--- config.mk ---
export PLATFORM = sky130hd
export DESIGN_NAME = cgen_clock_gen
export DESIGN_NICKNAME = d
export VERILOG_FILES = /design/src/cgen_pkg.sv /design/src/cgen_clock_gen.sv /design/src/cgen_tick_div.sv
export SDC_FILE = /design/constraint.sdc
export NUM_CORES = 1
export LEC_CHECK = 0
export BUFFER_PORTS_ARGS = -buffer_cell sky130_fd_sc_hd__buf_2
export CAP_MARGIN = 20
export CORE_MARGIN = 2
export CORE_UTILIZATION = 50
export CTS_BUF_LIST = sky130_fd_sc_hd__clkbuf_8
export DETAILED_ROUTE_END_ITERATION = 7
export GPL_TIMING_DRIVEN = 0
export PLACE_DENSITY = 0.81
export SYNTH_ARGS = -nofsm -noshare
export SYNTH_HDL_FRONTEND = slang
export SYNTH_SLANG_ARGS = --single-unit
--- constraint.sdc ---
create_clock -name CORE_CLK_I -period 2.5 [get_ports CORE_CLK_I]
set_clock_uncertainty 0.05 [all_clocks]
set_input_delay 0.5 -clock CORE_CLK_I [delete_from_list [all_inputs] [get_ports CORE_CLK_I]]
set_output_delay 0.5 -clock CORE_CLK_I [all_outputs]
set_load 0.01 [all_outputs]
--- src/cgen_pkg.sv ---
// constants for the system clock generator
package cgen_pkg;

  // ---------------------------------------------------------------
  // register addresses
  // ---------------------------------------------------------------
  localparam logic [15:0] PIN_MODE_ADDR     = 16'hff9f;
  localparam logic [15:0] CPU_CLK_CTRL_ADDR = 16'hfffb;

  // ---------------------------------------------------------------
  // clock_pin_mode_select fields
  // ---------------------------------------------------------------
  localparam int          PM_EXT_SEL_POS  = 7;
  localparam int          PM_HS_OSC_POS   = 6;
  localparam int          PM_SUB_OSC_POS  = 4;
  localparam logic [7:0]  PIN_MODE_RESET  = 8'h00;
  localparam logic [7:0]  PIN_MODE_WMASK  = 8'hd0;

  // ---------------------------------------------------------------
  // cpu_clock_control fields
  // ---------------------------------------------------------------
  localparam int          CC_DIV_LSB      = 0;
  localparam int          CC_SRC_SUB_POS  = 4;
  localparam int          CC_ON_SUB_POS   = 5;
  localparam logic [7:0]  CPU_CLK_RESET   = 8'h01;
  localparam logic [7:0]  CPU_CLK_WMASK   = 8'h17;

  // ---------------------------------------------------------------
  // divide codes (log2 of the ratio)
  // ---------------------------------------------------------------
  localparam logic [2:0]  DIV_MAX_CODE    = 3'h4;
  localparam logic [2:0]  DIV_SUB_CODE    = 3'h1;
  localparam int          MIN_INSN_CLOCKS = 2;

endpackage

--- src/cgen_clock_gen.sv ---
// system clock generator: source gating, pin modes and cpu clock
`timescale 1ns/1ps
module cgen_clock_gen #(
  parameter int DIV_CNT_W = 4
) (
  input  wire logic        CORE_CLK_I,
  input  wire logic        RSTN_I,
  input  wire logic        CE_I,
  // cpu memory access
  input  wire logic [15:0] ADDR_I,
  input  wire logic        WR_I,
  input  wire logic [7:0]  WDATA_I,
  input  wire logic        BIT_WR_I,
  input  wire logic [2:0]  BIT_SEL_I,
  input  wire logic        BIT_VAL_I,
  input  wire logic        RD_I,
  output logic      [7:0]  RDATA_O,
  // bits of the neighbouring control registers
  input  wire logic        STOP_MODE_I,
  input  wire logic        MAIN_OSC_STOP_I,
  input  wire logic        HS_INT_OSC_STOP_I,
  input  wire logic        LS_INT_OSC_STOP_I,
  input  wire logic        LS_SW_STOP_ALLOWED_I,
  input  wire logic        HS_CLOCK_ENABLE_SELECT_I,
  input  wire logic        MAIN_CLOCK_SOURCE_SELECT_I,
  input  wire logic        TIMER_USES_LS_I,
  input  wire logic        DISPLAY_USES_LS_I,
  // raw source ticks, one cycle each
  input  wire logic        CRYSTAL_TICK_I,
  input  wire logic        EXT_CLK_TICK_I,
  input  wire logic        HIGH_SPEED_INTERNAL_TICK_I,
  input  wire logic        SUB_CRYSTAL_TICK_I,
  input  wire logic        LOW_SPEED_INTERNAL_TICK_I,
  // oscillator enables and pin modes
  output logic             MAIN_OSC_EN_O,
  output logic             EXT_CLK_EN_O,
  output logic             HS_INT_OSC_EN_O,
  output logic             SUB_OSC_EN_O,
  output logic             LS_INT_OSC_EN_O,
  output logic             CRYSTAL_IN_PIN_PORT_O,
  output logic             CRYSTAL_OUT_PIN_PORT_O,
  output logic             SUB_CRYSTAL_PINS_PORT_O,
  // derived clocks as one-cycle ticks, and CPU_ON_SUB_O as a level
  output logic             MAIN_TICK_O,
  output logic             PERIPH_TICK_O,
  output logic             CPU_TICK_O,
  output logic             MIN_INSN_TICK_O,
  output logic             CPU_ON_SUB_O,
  output logic             WDT_TICK_O,
  output logic             TIMER_LS_TICK_O,
  output logic             DISPLAY_LS_TICK_O
);
  import cgen_pkg::*;

  // ---------------------------------------------------------------
  // register write decode
  // ---------------------------------------------------------------
  logic [7:0] pin_mode_ff;
  logic [7:0] nxt_pin_mode;
  logic       cpu_src_sub_ff;
  logic [2:0] cpu_div_ff;
  logic [7:0] cpu_ctrl_wr;
  logic       hit_pin;
  logic       hit_cpu;
  logic       on_sub_ff;

  assign hit_pin = (ADDR_I == PIN_MODE_ADDR);
  assign hit_cpu = (ADDR_I == CPU_CLK_CTRL_ADDR);

  // current register image merged with a byte or a single-bit write
  function automatic logic [7:0] merge_wr(input logic [7:0] cur,
                                          input logic [7:0] wmask,
                                          input logic       byte_wr,
                                          input logic       bit_wr,
                                          input logic [2:0] bsel,
                                          input logic       bval,
                                          input logic [7:0] wdata);
    logic [7:0] img;
    img = cur;
    if (byte_wr) begin
      img = wdata;
    end else if (bit_wr) begin
      img[bsel] = bval;
    end
    return (img & wmask) | (cur & ~wmask);
  endfunction

  always_comb begin
    nxt_pin_mode = merge_wr(pin_mode_ff, PIN_MODE_WMASK,
                            WR_I && hit_pin, BIT_WR_I && hit_pin,
                            BIT_SEL_I, BIT_VAL_I, WDATA_I);
  end

  always_comb begin
    cpu_ctrl_wr = merge_wr({3'h0, cpu_src_sub_ff, 1'b0, cpu_div_ff},
                           CPU_CLK_WMASK,
                           WR_I && hit_cpu, BIT_WR_I && hit_cpu,
                           BIT_SEL_I, BIT_VAL_I, WDATA_I);
  end

  // ---------------------------------------------------------------
  // clock_pin_mode_select
  // ---------------------------------------------------------------
  always_ff @(posedge CORE_CLK_I) begin
    if (!RSTN_I) begin
      pin_mode_ff <= PIN_MODE_RESET;
    end else if (CE_I) begin
      pin_mode_ff <= nxt_pin_mode;
    end
  end

  // ---------------------------------------------------------------
  // cpu_clock_control
  // ---------------------------------------------------------------
  always_ff @(posedge CORE_CLK_I) begin
    if (!RSTN_I) begin
      cpu_src_sub_ff <= CPU_CLK_RESET[CC_SRC_SUB_POS];
      cpu_div_ff     <= CPU_CLK_RESET[CC_DIV_LSB +: 3];
    end else if (CE_I) begin
      cpu_src_sub_ff <= cpu_ctrl_wr[CC_SRC_SUB_POS];
      cpu_div_ff     <= cpu_ctrl_wr[CC_DIV_LSB +: 3];
    end
  end

  // ---------------------------------------------------------------
  // read port
  // ---------------------------------------------------------------
  always_ff @(posedge CORE_CLK_I) begin
    if (!RSTN_I) begin
      RDATA_O <= 8'h00;
    end else if (CE_I && RD_I) begin
      if (hit_pin) begin
        RDATA_O <= pin_mode_ff & PIN_MODE_WMASK;
      end else if (hit_cpu) begin
        RDATA_O <= {2'h0, on_sub_ff, cpu_src_sub_ff, 1'b0,
                    cpu_div_ff};
      end else begin
        RDATA_O <= 8'h00;
      end
    end
  end

  // ---------------------------------------------------------------
  // pin modes and oscillator enables
  // ---------------------------------------------------------------
  logic ext_sel;
  logic hs_osc_sel;
  logic crystal_mode;
  logic ext_mode;
  logic ls_stop_ok_ff;

  assign ext_sel      = pin_mode_ff[PM_EXT_SEL_POS];
  assign hs_osc_sel   = pin_mode_ff[PM_HS_OSC_POS];
  assign crystal_mode = hs_osc_sel && !ext_sel;
  assign ext_mode     = hs_osc_sel && ext_sel;

  always_comb begin
    CRYSTAL_IN_PIN_PORT_O   = !crystal_mode;
    CRYSTAL_OUT_PIN_PORT_O  = !hs_osc_sel;
    SUB_CRYSTAL_PINS_PORT_O = !pin_mode_ff[PM_SUB_OSC_POS];
    MAIN_OSC_EN_O   = crystal_mode && !MAIN_OSC_STOP_I
                      && !STOP_MODE_I;
    EXT_CLK_EN_O    = ext_mode && !MAIN_OSC_STOP_I
                      && !STOP_MODE_I;
    HS_INT_OSC_EN_O = !HS_INT_OSC_STOP_I && !STOP_MODE_I;
    // crystal stays up while the cpu still runs on it
    SUB_OSC_EN_O    = pin_mode_ff[PM_SUB_OSC_POS]
                      || on_sub_ff;
    LS_INT_OSC_EN_O = !(LS_INT_OSC_STOP_I && ls_stop_ok_ff);
  end

  // option setting is caught while reset is held
  always_ff @(posedge CORE_CLK_I) begin
    if (!RSTN_I) begin
      ls_stop_ok_ff <= LS_SW_STOP_ALLOWED_I;
    end
  end

  // ---------------------------------------------------------------
  // gated source ticks
  // ---------------------------------------------------------------
  logic hs_sys_tick;
  logic ih_tick;
  logic sub_tick;
  logic ls_tick;
  logic hs_sys_en;
  logic main_req_hs;
  logic periph_req_hs;

  assign hs_sys_tick = (CRYSTAL_TICK_I && MAIN_OSC_EN_O)
                    || (EXT_CLK_TICK_I && EXT_CLK_EN_O);
  assign hs_sys_en   = MAIN_OSC_EN_O || EXT_CLK_EN_O;
  assign ih_tick     = HIGH_SPEED_INTERNAL_TICK_I && HS_INT_OSC_EN_O;
  assign sub_tick    = SUB_CRYSTAL_TICK_I && SUB_OSC_EN_O;
  assign ls_tick     = LOW_SPEED_INTERNAL_TICK_I && LS_INT_OSC_EN_O;

  assign main_req_hs   = HS_CLOCK_ENABLE_SELECT_I
                         && MAIN_CLOCK_SOURCE_SELECT_I;
  assign periph_req_hs = HS_CLOCK_ENABLE_SELECT_I;

  // ---------------------------------------------------------------
  // active cpu clock selection, switched at a tick boundary or at once when the running source is stopped
  // ---------------------------------------------------------------
  logic       act_main_hs_ff;
  logic [2:0] act_div_ff;
  logic [2:0] req_div;
  logic       cpu_tick;
  logic       src_dead;
  logic       change_req;
  logic       apply_sw;
  logic       div_src_tick;
  logic [2:0] div_shift;
  logic       main_tick;

  // prohibited ratios clamp to the largest one
  assign req_div = cpu_src_sub_ff ? DIV_SUB_CODE
                 : (cpu_div_ff > DIV_MAX_CODE) ? DIV_MAX_CODE
                 : cpu_div_ff;

  assign src_dead = on_sub_ff      ? !SUB_OSC_EN_O
                  : act_main_hs_ff ? !hs_sys_en
                  : !HS_INT_OSC_EN_O;

  assign change_req = (cpu_src_sub_ff != on_sub_ff)
                   || (req_div != act_div_ff)
                   || (main_req_hs != act_main_hs_ff);

  // a switch waits for the end of the running period, unless the running source is stopped
  assign apply_sw = change_req && (cpu_tick || src_dead);

  always_ff @(posedge CORE_CLK_I) begin
    if (!RSTN_I) begin
      act_main_hs_ff <= 1'b0;
      on_sub_ff      <= CPU_CLK_RESET[CC_SRC_SUB_POS];
      act_div_ff     <= CPU_CLK_RESET[CC_DIV_LSB +: 3];
    end else if (CE_I && apply_sw) begin
      act_main_hs_ff <= main_req_hs;
      on_sub_ff      <= cpu_src_sub_ff;
      act_div_ff     <= req_div;
    end
  end

  assign main_tick    = act_main_hs_ff ? hs_sys_tick : ih_tick;
  assign div_src_tick = on_sub_ff ? sub_tick : main_tick;
  assign div_shift    = act_div_ff;

  cgen_tick_div #(
    .CNT_W   (DIV_CNT_W)
  ) u_cpu_div (
    .clk_i   (CORE_CLK_I),
    .rstn_i  (RSTN_I),
    .ce_i    (CE_I),
    .clr_i   (apply_sw),
    .tick_i  (div_src_tick),
    .shift_i (div_shift),
    .tick_o  (cpu_tick)
  );

  // ---------------------------------------------------------------
  // minimum instruction time
  // ---------------------------------------------------------------
  logic insn_phase_ff;

  always_ff @(posedge CORE_CLK_I) begin
    if (!RSTN_I) begin
      insn_phase_ff <= 1'b0;
    end else if (CE_I && cpu_tick) begin
      insn_phase_ff <= !insn_phase_ff;
    end
  end

  // ---------------------------------------------------------------
  // registered tick outputs
  // ---------------------------------------------------------------
  always_ff @(posedge CORE_CLK_I) begin
    if (!RSTN_I) begin
      MAIN_TICK_O       <= 1'b0;
      PERIPH_TICK_O     <= 1'b0;
      CPU_TICK_O        <= 1'b0;
      MIN_INSN_TICK_O   <= 1'b0;
      WDT_TICK_O        <= 1'b0;
      TIMER_LS_TICK_O   <= 1'b0;
      DISPLAY_LS_TICK_O <= 1'b0;
    end else if (CE_I) begin
      MAIN_TICK_O       <= main_tick;
      PERIPH_TICK_O     <= periph_req_hs ? hs_sys_tick : ih_tick;
      CPU_TICK_O        <= cpu_tick;
      MIN_INSN_TICK_O   <= cpu_tick && insn_phase_ff;
      WDT_TICK_O        <= ls_tick;
      TIMER_LS_TICK_O   <= ls_tick && TIMER_USES_LS_I;
      DISPLAY_LS_TICK_O <= ls_tick && DISPLAY_USES_LS_I;
    end
  end

  assign CPU_ON_SUB_O = on_sub_ff;

endmodule

--- src/cgen_tick_div.sv ---
// divides a stream of source ticks by a power of two
`timescale 1ns/1ps
module cgen_tick_div #(
  parameter int CNT_W = 4
) (
  input  wire logic             clk_i,
  input  wire logic             rstn_i,
  input  wire logic             ce_i,
  input  wire logic             clr_i,
  input  wire logic             tick_i,
  input  wire logic [2:0]       shift_i,
  output logic                  tick_o
);

  logic [CNT_W-1:0] cnt_ff;
  logic [CNT_W-1:0] last_cnt;

  generate
    if (CNT_W < 4) begin : g_chk
      $error("cgen_tick_div needs CNT_W of at least 4");
    end
  endgenerate

  // terminal count for the chosen ratio
  always_comb begin
    last_cnt = CNT_W'((1 << shift_i) - 1);
  end

  always_ff @(posedge clk_i) begin
    if (!rstn_i) begin
      cnt_ff <= '0;
    end else if (ce_i) begin
      if (clr_i) begin
        cnt_ff <= '0;
      end else if (tick_i) begin
        if (cnt_ff >= last_cnt) begin
          cnt_ff <= '0;
        end else begin
          cnt_ff <= cnt_ff + CNT_W'(1);
        end
      end
    end
  end

  always_ff @(posedge clk_i) begin
    if (!rstn_i) begin
      tick_o <= 1'b0;
    end else if (ce_i) begin
      tick_o <= !clr_i && tick_i && (cnt_ff >= last_cnt);
    end
  end

endmodule

### After elaboration in Yosys (flattened, before gate mapping)

Index checks and enable logic that the tools add are counted.

* add/sub/neg operators: 2
* bitwise logic cells: 1
* shift operators: 1
* reductions and logical operators: 51
* order comparisons: 4
* multiplexer cells: 20
* equality and inequality tests: 5

Operators with widths (number)
* equality test 16 bit, second input constant: 2
* logical AND 1 bit: 28
* two-way mux 8 bit: 3
* bitwise mux 8 bit: 2
* logical NOT 1 bit: 13
* two-way mux 4 bit: 3
* two-way mux 5 bit: 2
* bitwise OR 8 x 6 -> 8 bit: 1
* logical OR 1 bit: 6
* two-way mux 1 bit: 6
* two-way mux 3 bit: 2
* two-way mux 6 bit: 1
* adder 4 x 1 -> 4 bit, second input constant: 1
* greater-or-equal comparator 4 bit: 1
* less-than comparator 3 x 4 -> 1 bit, second input constant: 1
* AND reduction 2 bit: 2
* nonzero test 2 bit: 2
* << shifter 1 x 3 -> 4 bit, first input constant: 1
* subtractor 4 x 2 -> 4 bit, second input constant: 1
* demux 1 bit (select 3 bit): 1
* greater-or-equal comparator 3 x 1 -> 1 bit, second input constant: 1
* > comparator 3 bit, second input constant: 1
* inequality test 3 bit: 1
* inequality test 1 bit: 2

* bits of input ports: 48
* register bits: 39

### Logic depth before layout (Yosys ltp)

* depth after elaboration: 13
* mapped depth: 9
* depth with buffers taken out: 9

### Hierarchy

Synthesis repeated with hierarchy kept, for this count alone.

* cells, all modules: 248
* area total of the unflattened synthesis: 2021.9 um2

By module, submodules not included
* cgen_clock_gen: area each 1635.3 um2, sequential area each 570.5 um2, instances 1, cells each 201
* cgen_tick_div: area each 386.6 um2, sequential area each 100.1 um2, instances 1, cells each 47

### Worst setup path before layout

No wires, ideal clock.

* path kind: register -> register
* start point: register act_div_ff[0]
* end point: register u_cpu_div.cnt_ff[3]
* setup slack: 0.166 ns
* stages on the path, launching flop included: 8
* clock period less this slack: 2.334 ns
* arrival: 2.206 ns
* required time: 2.371 ns
* path buffers: 0
* cells stage by stage: dfxtp_1 > or3_1 > ha_1 > ha_1 > a2111oi_0 > o31a_1 > o211ai_1 > o211ai_1

* longest elaborated chain between the ends: 6

Ends and longest elaborated chain
* start, declared: RTL line cgen_clock_gen.sv:205 `logic [2:0] act_div_ff;`
* start signal, assigned: RTL line cgen_clock_gen.sv:235 `act_div_ff <= CPU_CLK_RESET[CC_DIV_LSB +: 3];`
* start signal, assigned: RTL line cgen_clock_gen.sv:239 `act_div_ff <= req_div;`
* << shifter 1 x 3 -> 4 bit or inequality test 3 bit (tied branches): RTL line cgen_tick_div.sv:26, cgen_clock_gen.sv:225
* subtractor 4 x 2 -> 4 bit or logical OR 1 bit (tied branches): RTL line cgen_tick_div.sv:26, cgen_clock_gen.sv:225
* greater-or-equal comparator 4 bit or logical OR 1 bit (tied branches): RTL line cgen_tick_div.sv:36, cgen_clock_gen.sv:226
* two-way mux 4 bit or logical AND 1 bit (tied branches): RTL line cgen_tick_div.sv:36, cgen_clock_gen.sv:229
* two-way mux 4 bit or nonzero test 2 bit (tied branches)
* two-way mux 4 bit or AND reduction 2 bit (tied branches)
* end signal, assigned: RTL line cgen_tick_div.sv:39 `cnt_ff <= cnt_ff + CNT_W'(1);`
* end, declared: RTL line cgen_tick_div.sv:15 `logic [CNT_W-1:0] cnt_ff;`

Several ways; a longest one is shown, not always the timed one. The select of a mux whose other input is x is not followed.
A chain may end at the register's enable or synchronous reset.

### Worst setup path in the final report

* start point: register act_div_ff[0]
* end point: register u_cpu_div.cnt_ff[2]

The elaborated chain is that of the path after synthesis.

==> Implementation_results.wiki <==
{| class="wikitable"
! Metric !! Value
|-
| Max Cap Viol || 0
|-
| Hold path depth || 1
|-
| Arrival time reported for the critical path endpoint || 2580 ps
|-
| Maximum cell stage delay along the critical path || 410 ps
|-
| Outcome || finished clean
|-
| Worst ir drop on vdd || 0.2797 mV
|-
| Share of layout cells above drive strength 1 || 26.59%
|-
| Placed cell area || 0.002366 mm^2
|-
| Clock Sink Count || 33
|-
| Share of synthesized flip-flops with an asynchronous set or reset || 0%
|-
| Number of buffers added on ports || 65
|-
| Unrepaired setup endpoints after global routing || yes
|-
| Pin slew with the least headroom to its limit || 532.3 ps
|-
| Final worst path period share || 96.71%
|-
| Count of flip-flops with a built-in enable after synthesis || 1
|-
| Unique masters post-synth || 55
|-
| Startpoint of the lowest-slack hold path || LS_SW_STOP_ALLOWED_I
|-
| Dominant cell type by count on the critical path || ha_1
|-
| Clock buffer depth || 2
|-
| Syn Nets || 311
|-
| Final std cell area, no fill || 0.002497 mm^2
|-
| Prevailing post-synth register cell || dfxtp_1
|-
| Area fraction of the dominant cell type after synthesis || 32.34%
|-
| Pre-CTS worst setup slack || -115.6 ps
|-
| Total power divided by cell area || 486.6 mW/mm^2
|-
| Drt drc || 0
|-
| Remaining antenna violation count || 0
|-
| Post-layout worst setup margin || 82.34 ps
|-
| Cell types with the largest area share after synthesis || dfxtp_1 32%, a21oi_1 6.3%, nor2_1 6.1%
|-
| Startpoint of the worst-slack reg-to-reg timing path || act_div_ff[0]
|-
| TritonCTS buffer count || 5
|-
| Time the worst path needs with I/O delays and setup || 2418 ps
|-
| Placeable core region || 0.003744 mm^2
|-
| ANT cells || 0
|-
| Estimated wirelength of the detail-placed design || 4.083 mm
|-
| Setup slack, reg-to-reg || 80 ps
|-
| Logic depth of the worst register-to-register path || 7
|-
| Portion of the post-synthesis area used by sequential elements || 33.86%
|-
| Biggest area consumer among synthesized cells || dfxtp_1
|-
| Average cell area after synthesis || 7.707 um^2
|-
| Destination of the worst hold path || ls_stop_ok_ff
|-
| Average wire per cell in the routed design || 14.50 um
|-
| Cells along the critical path || or3_1 > ha_1 > ha_1 > a2111oi_2 > o31a_1 > o211ai_1 > o221ai_1
|-
| Routed vias/inst || 5.792
|-
| Fill count || 323
|-
| Mapped Area || 0.001981 mm^2
|-
| Hold Violations, Final || 0
|-
| Total global routing overflow || 0
|-
| Maximum operating frequency || 413.6 MHz
|-
| Total number of vias || 2,195
|-
| Leakage Power || 0.001031 uW
|-
| Worst setup path class || reg2reg
|-
| Worst setup EP type || flop
|-
| Chip Height || 66.94 um
|-
| Area growth from synthesis to final layout || 26.09%
|-
| CP max-delay cell || or3_1
|-
| Max-slew headroom || 64.51%
|-
| DIE AREA || 0.004481 mm^2
|-
| Largest fanout of any net on the critical path || 7
|-
| Number of storage elements in the synthesis netlist || 33
|-
| CTS H-tree depth || 2
|-
| Buffer cell driving the clock tree root || clkbuf_8
|-
| Wire length after detailed routing || 5.494 mm
|-
| Initial antenna violation count || 0
|-
| Count of endpoints failing setup in the final report || 0
|-
| Vias in the first global route || 1,993
|-
| All-Layer GR Usage || 25.56%
|-
| Top Ports || 72
|-
| Global-route wire length before repair || 8.714 mm
|-
| CTS clk-pin slew, worst paths || 70 ps
|-
| Site row count || 22
|-
| Number of DRC markers after the initial detailed-route iteration || 167
|-
| Initial standard-cell utilization of the core || 52.91%
|-
| Number of warnings issued by yosys || 0
|-
| Worst hold path class || in2reg
|-
| Pre-Repair DR Iteration Count || 5
|-
| Total number of nets in the final design || 384
|-
| Hold-fix buffers, CTS || 0
|-
| Data required time at the worst endpoint || 2660 ps
|-
| Clock tree from TritonCTS || built
|-
| Setup crit start kind || flop
|-
| Setup TNS || 0 ps
|-
| End of the worst register-to-register path || u_cpu_div.cnt_ff[2]
|-
| Chip Width || 66.94 um
|-
| Mapped Cells || 257
|-
| Maximum number of pins on one net before global-route repair || 11
|-
| Max-slew violations || 0
|-
| Skew-Pair Late Insertion Delay || 290 ps
|-
| Global placement routability congestion || 0.8015
|}
==> layout make-up <==
class,count,area [um^2],area share (%)
plain buffers,12,50.05,2.004
repair buffers,66,332.8,13.33
multi-input cells,200,1221,48.90
clock inverters,2,33.78,1.353
clock buffers,6,82.58,3.307
inverters,12,45.04,1.804
well taps,48,60.06,2.405
flip-flops and latches,33,671.9,26.90
==> power by group <==
| group | internal [uW] | switching [uW] |
|---|---|---|
| registers | 535 | 3.70 |
| clock network | 321 | 204 |
| logic | 63.5 | 87.7 |
==> per-layer routing <==
layer  track usage, %  vias up  share of wire (%)
li1                 -     1083                  -
met3            6.081       14                7.5
met4            9.439        0                1.7
met5                0        -                  0
met1            31.04      988                 44
met2            43.50      110                 47
==> through the flow <==
stage / hold slack [ps] / power [uW] / std cells / util, %
6_report: 335.0 / 1215 / 379 / 66.71
5_1_grt: 326.9 / 1254 / 379 / 66.71
3_3_place_gp: 390.6 / 693.7 / 370 / 63.20
3_5_place_dp: 393.3 / 696.2 / 370 / 63.20
2_1_floorplan: 423.3 / 629.9 / 257 / -
4_1_cts: 330.0 / 1210 / 378 / 66.48
==> worst max-delay path, delay by kind of cell (launching register included) <==
kind            cells  cell delay [ps]
fa+ha+maj           2              580
flops               1              360
compound gates      4              930
simple gates        1              410
==> cell usage after synthesis, drive strengths merged (2+ instances only) <==
cell type and number:
nor2b 6, nand2 29, o21ai 10, xnor2 3, nand3 13, a211oi 2, a21oi 26, o221a 2
a31oi 2, o21bai 2, a31o 2, nor3b 3, clkbuf 8, a311oi 2, dfxtp 32, nor2 32
o31ai 2, inv 12, or2 2, and2 3, o211ai 5, a211o 2, nor4bb 4, a2111oi 2
mux2i 2, or3 2, and3 2, nor4 2, nand4 4, buf 4, ha 6, o2111ai 4
nand2b 2, nor3 7
==> cells in the final DEF (no fill, tap or decap), types with 3 or more instances in the layout <==
master	n
o2111ai_1	4
clkbuf_1	8
nor4bb_1	4
o21ai_0	10
nand3_1	13
a21oi_1	25
buf_2	66
o211ai_1	5
ha_1	6
nand4_1	4
nand2_1	29
nor2b_1	6
xnor2_1	3
nor2_1	32
and2_1	3
inv_1	13
nor3_1	7
clkbuf_8	6
dfxtp_1	31
nor3b_1	3
==> worst max-delay path by stage <==
stage                                      to  depth (start not counted)  slack (ps)     startpoint
after CTS                 u_cpu_div.cnt_ff[2]                          7          10  act_div_ff[0]
after global routing      u_cpu_div.cnt_ff[0]                          7         -40  act_div_ff[0]
final                     u_cpu_div.cnt_ff[2]                          7          80  act_div_ff[0]
after detailed placement  u_cpu_div.cnt_ff[2]                          7        -120  act_div_ff[0]
after global placement    u_cpu_div.cnt_ff[2]                          7         -50  act_div_ff[0]
after floorplan           u_cpu_div.cnt_ff[3]                          7         170  act_div_ff[0]
==> kinds of logic (layout without fill, tap and decap cells) <==
logic type	Yosys count	in the layout	synth area share [%]
multiplexers	3	3	1.579
flip-flops	33	33	33.86
XOR/XNOR	4	4	1.769
other	1	1	0.1893
AND/OR/NAND/NOR	116	116	29.69
AO/OA/AOI/OAI	70	70	24.32
adder cells (fa/ha/maj)	6	6	3.790
buffers and inverters	24	98	4.801
==> flip-flops by register name, summed over array words and instances, names as in the netlist <==
name	count
ls_stop_ok_ff	1
RDATA_O	7
MAIN_TICK_O	1
MIN_INSN_TICK_O	1
u_cpu_div.cnt_ff	4
WDT_TICK_O	1
TIMER_LS_TICK_O	1
pin_mode_ff	3
act_div_ff	3
act_main_hs_ff	1
PERIPH_TICK_O	1
insn_phase_ff	1
CPU_ON_SUB_O	1
u_cpu_div.tick_o	1
DISPLAY_LS_TICK_O	1
cpu_div_ff	3
cpu_src_sub_ff	1
CPU_TICK_O	1
==> timing repair <==
item                       4_1_cts  5_1_grt
gates resized for setup          2        1
setup endpoints to repair        3        4
buffers inserted                 0        1
pin swaps                        0        1
Power figures use the tool's default switching activity.
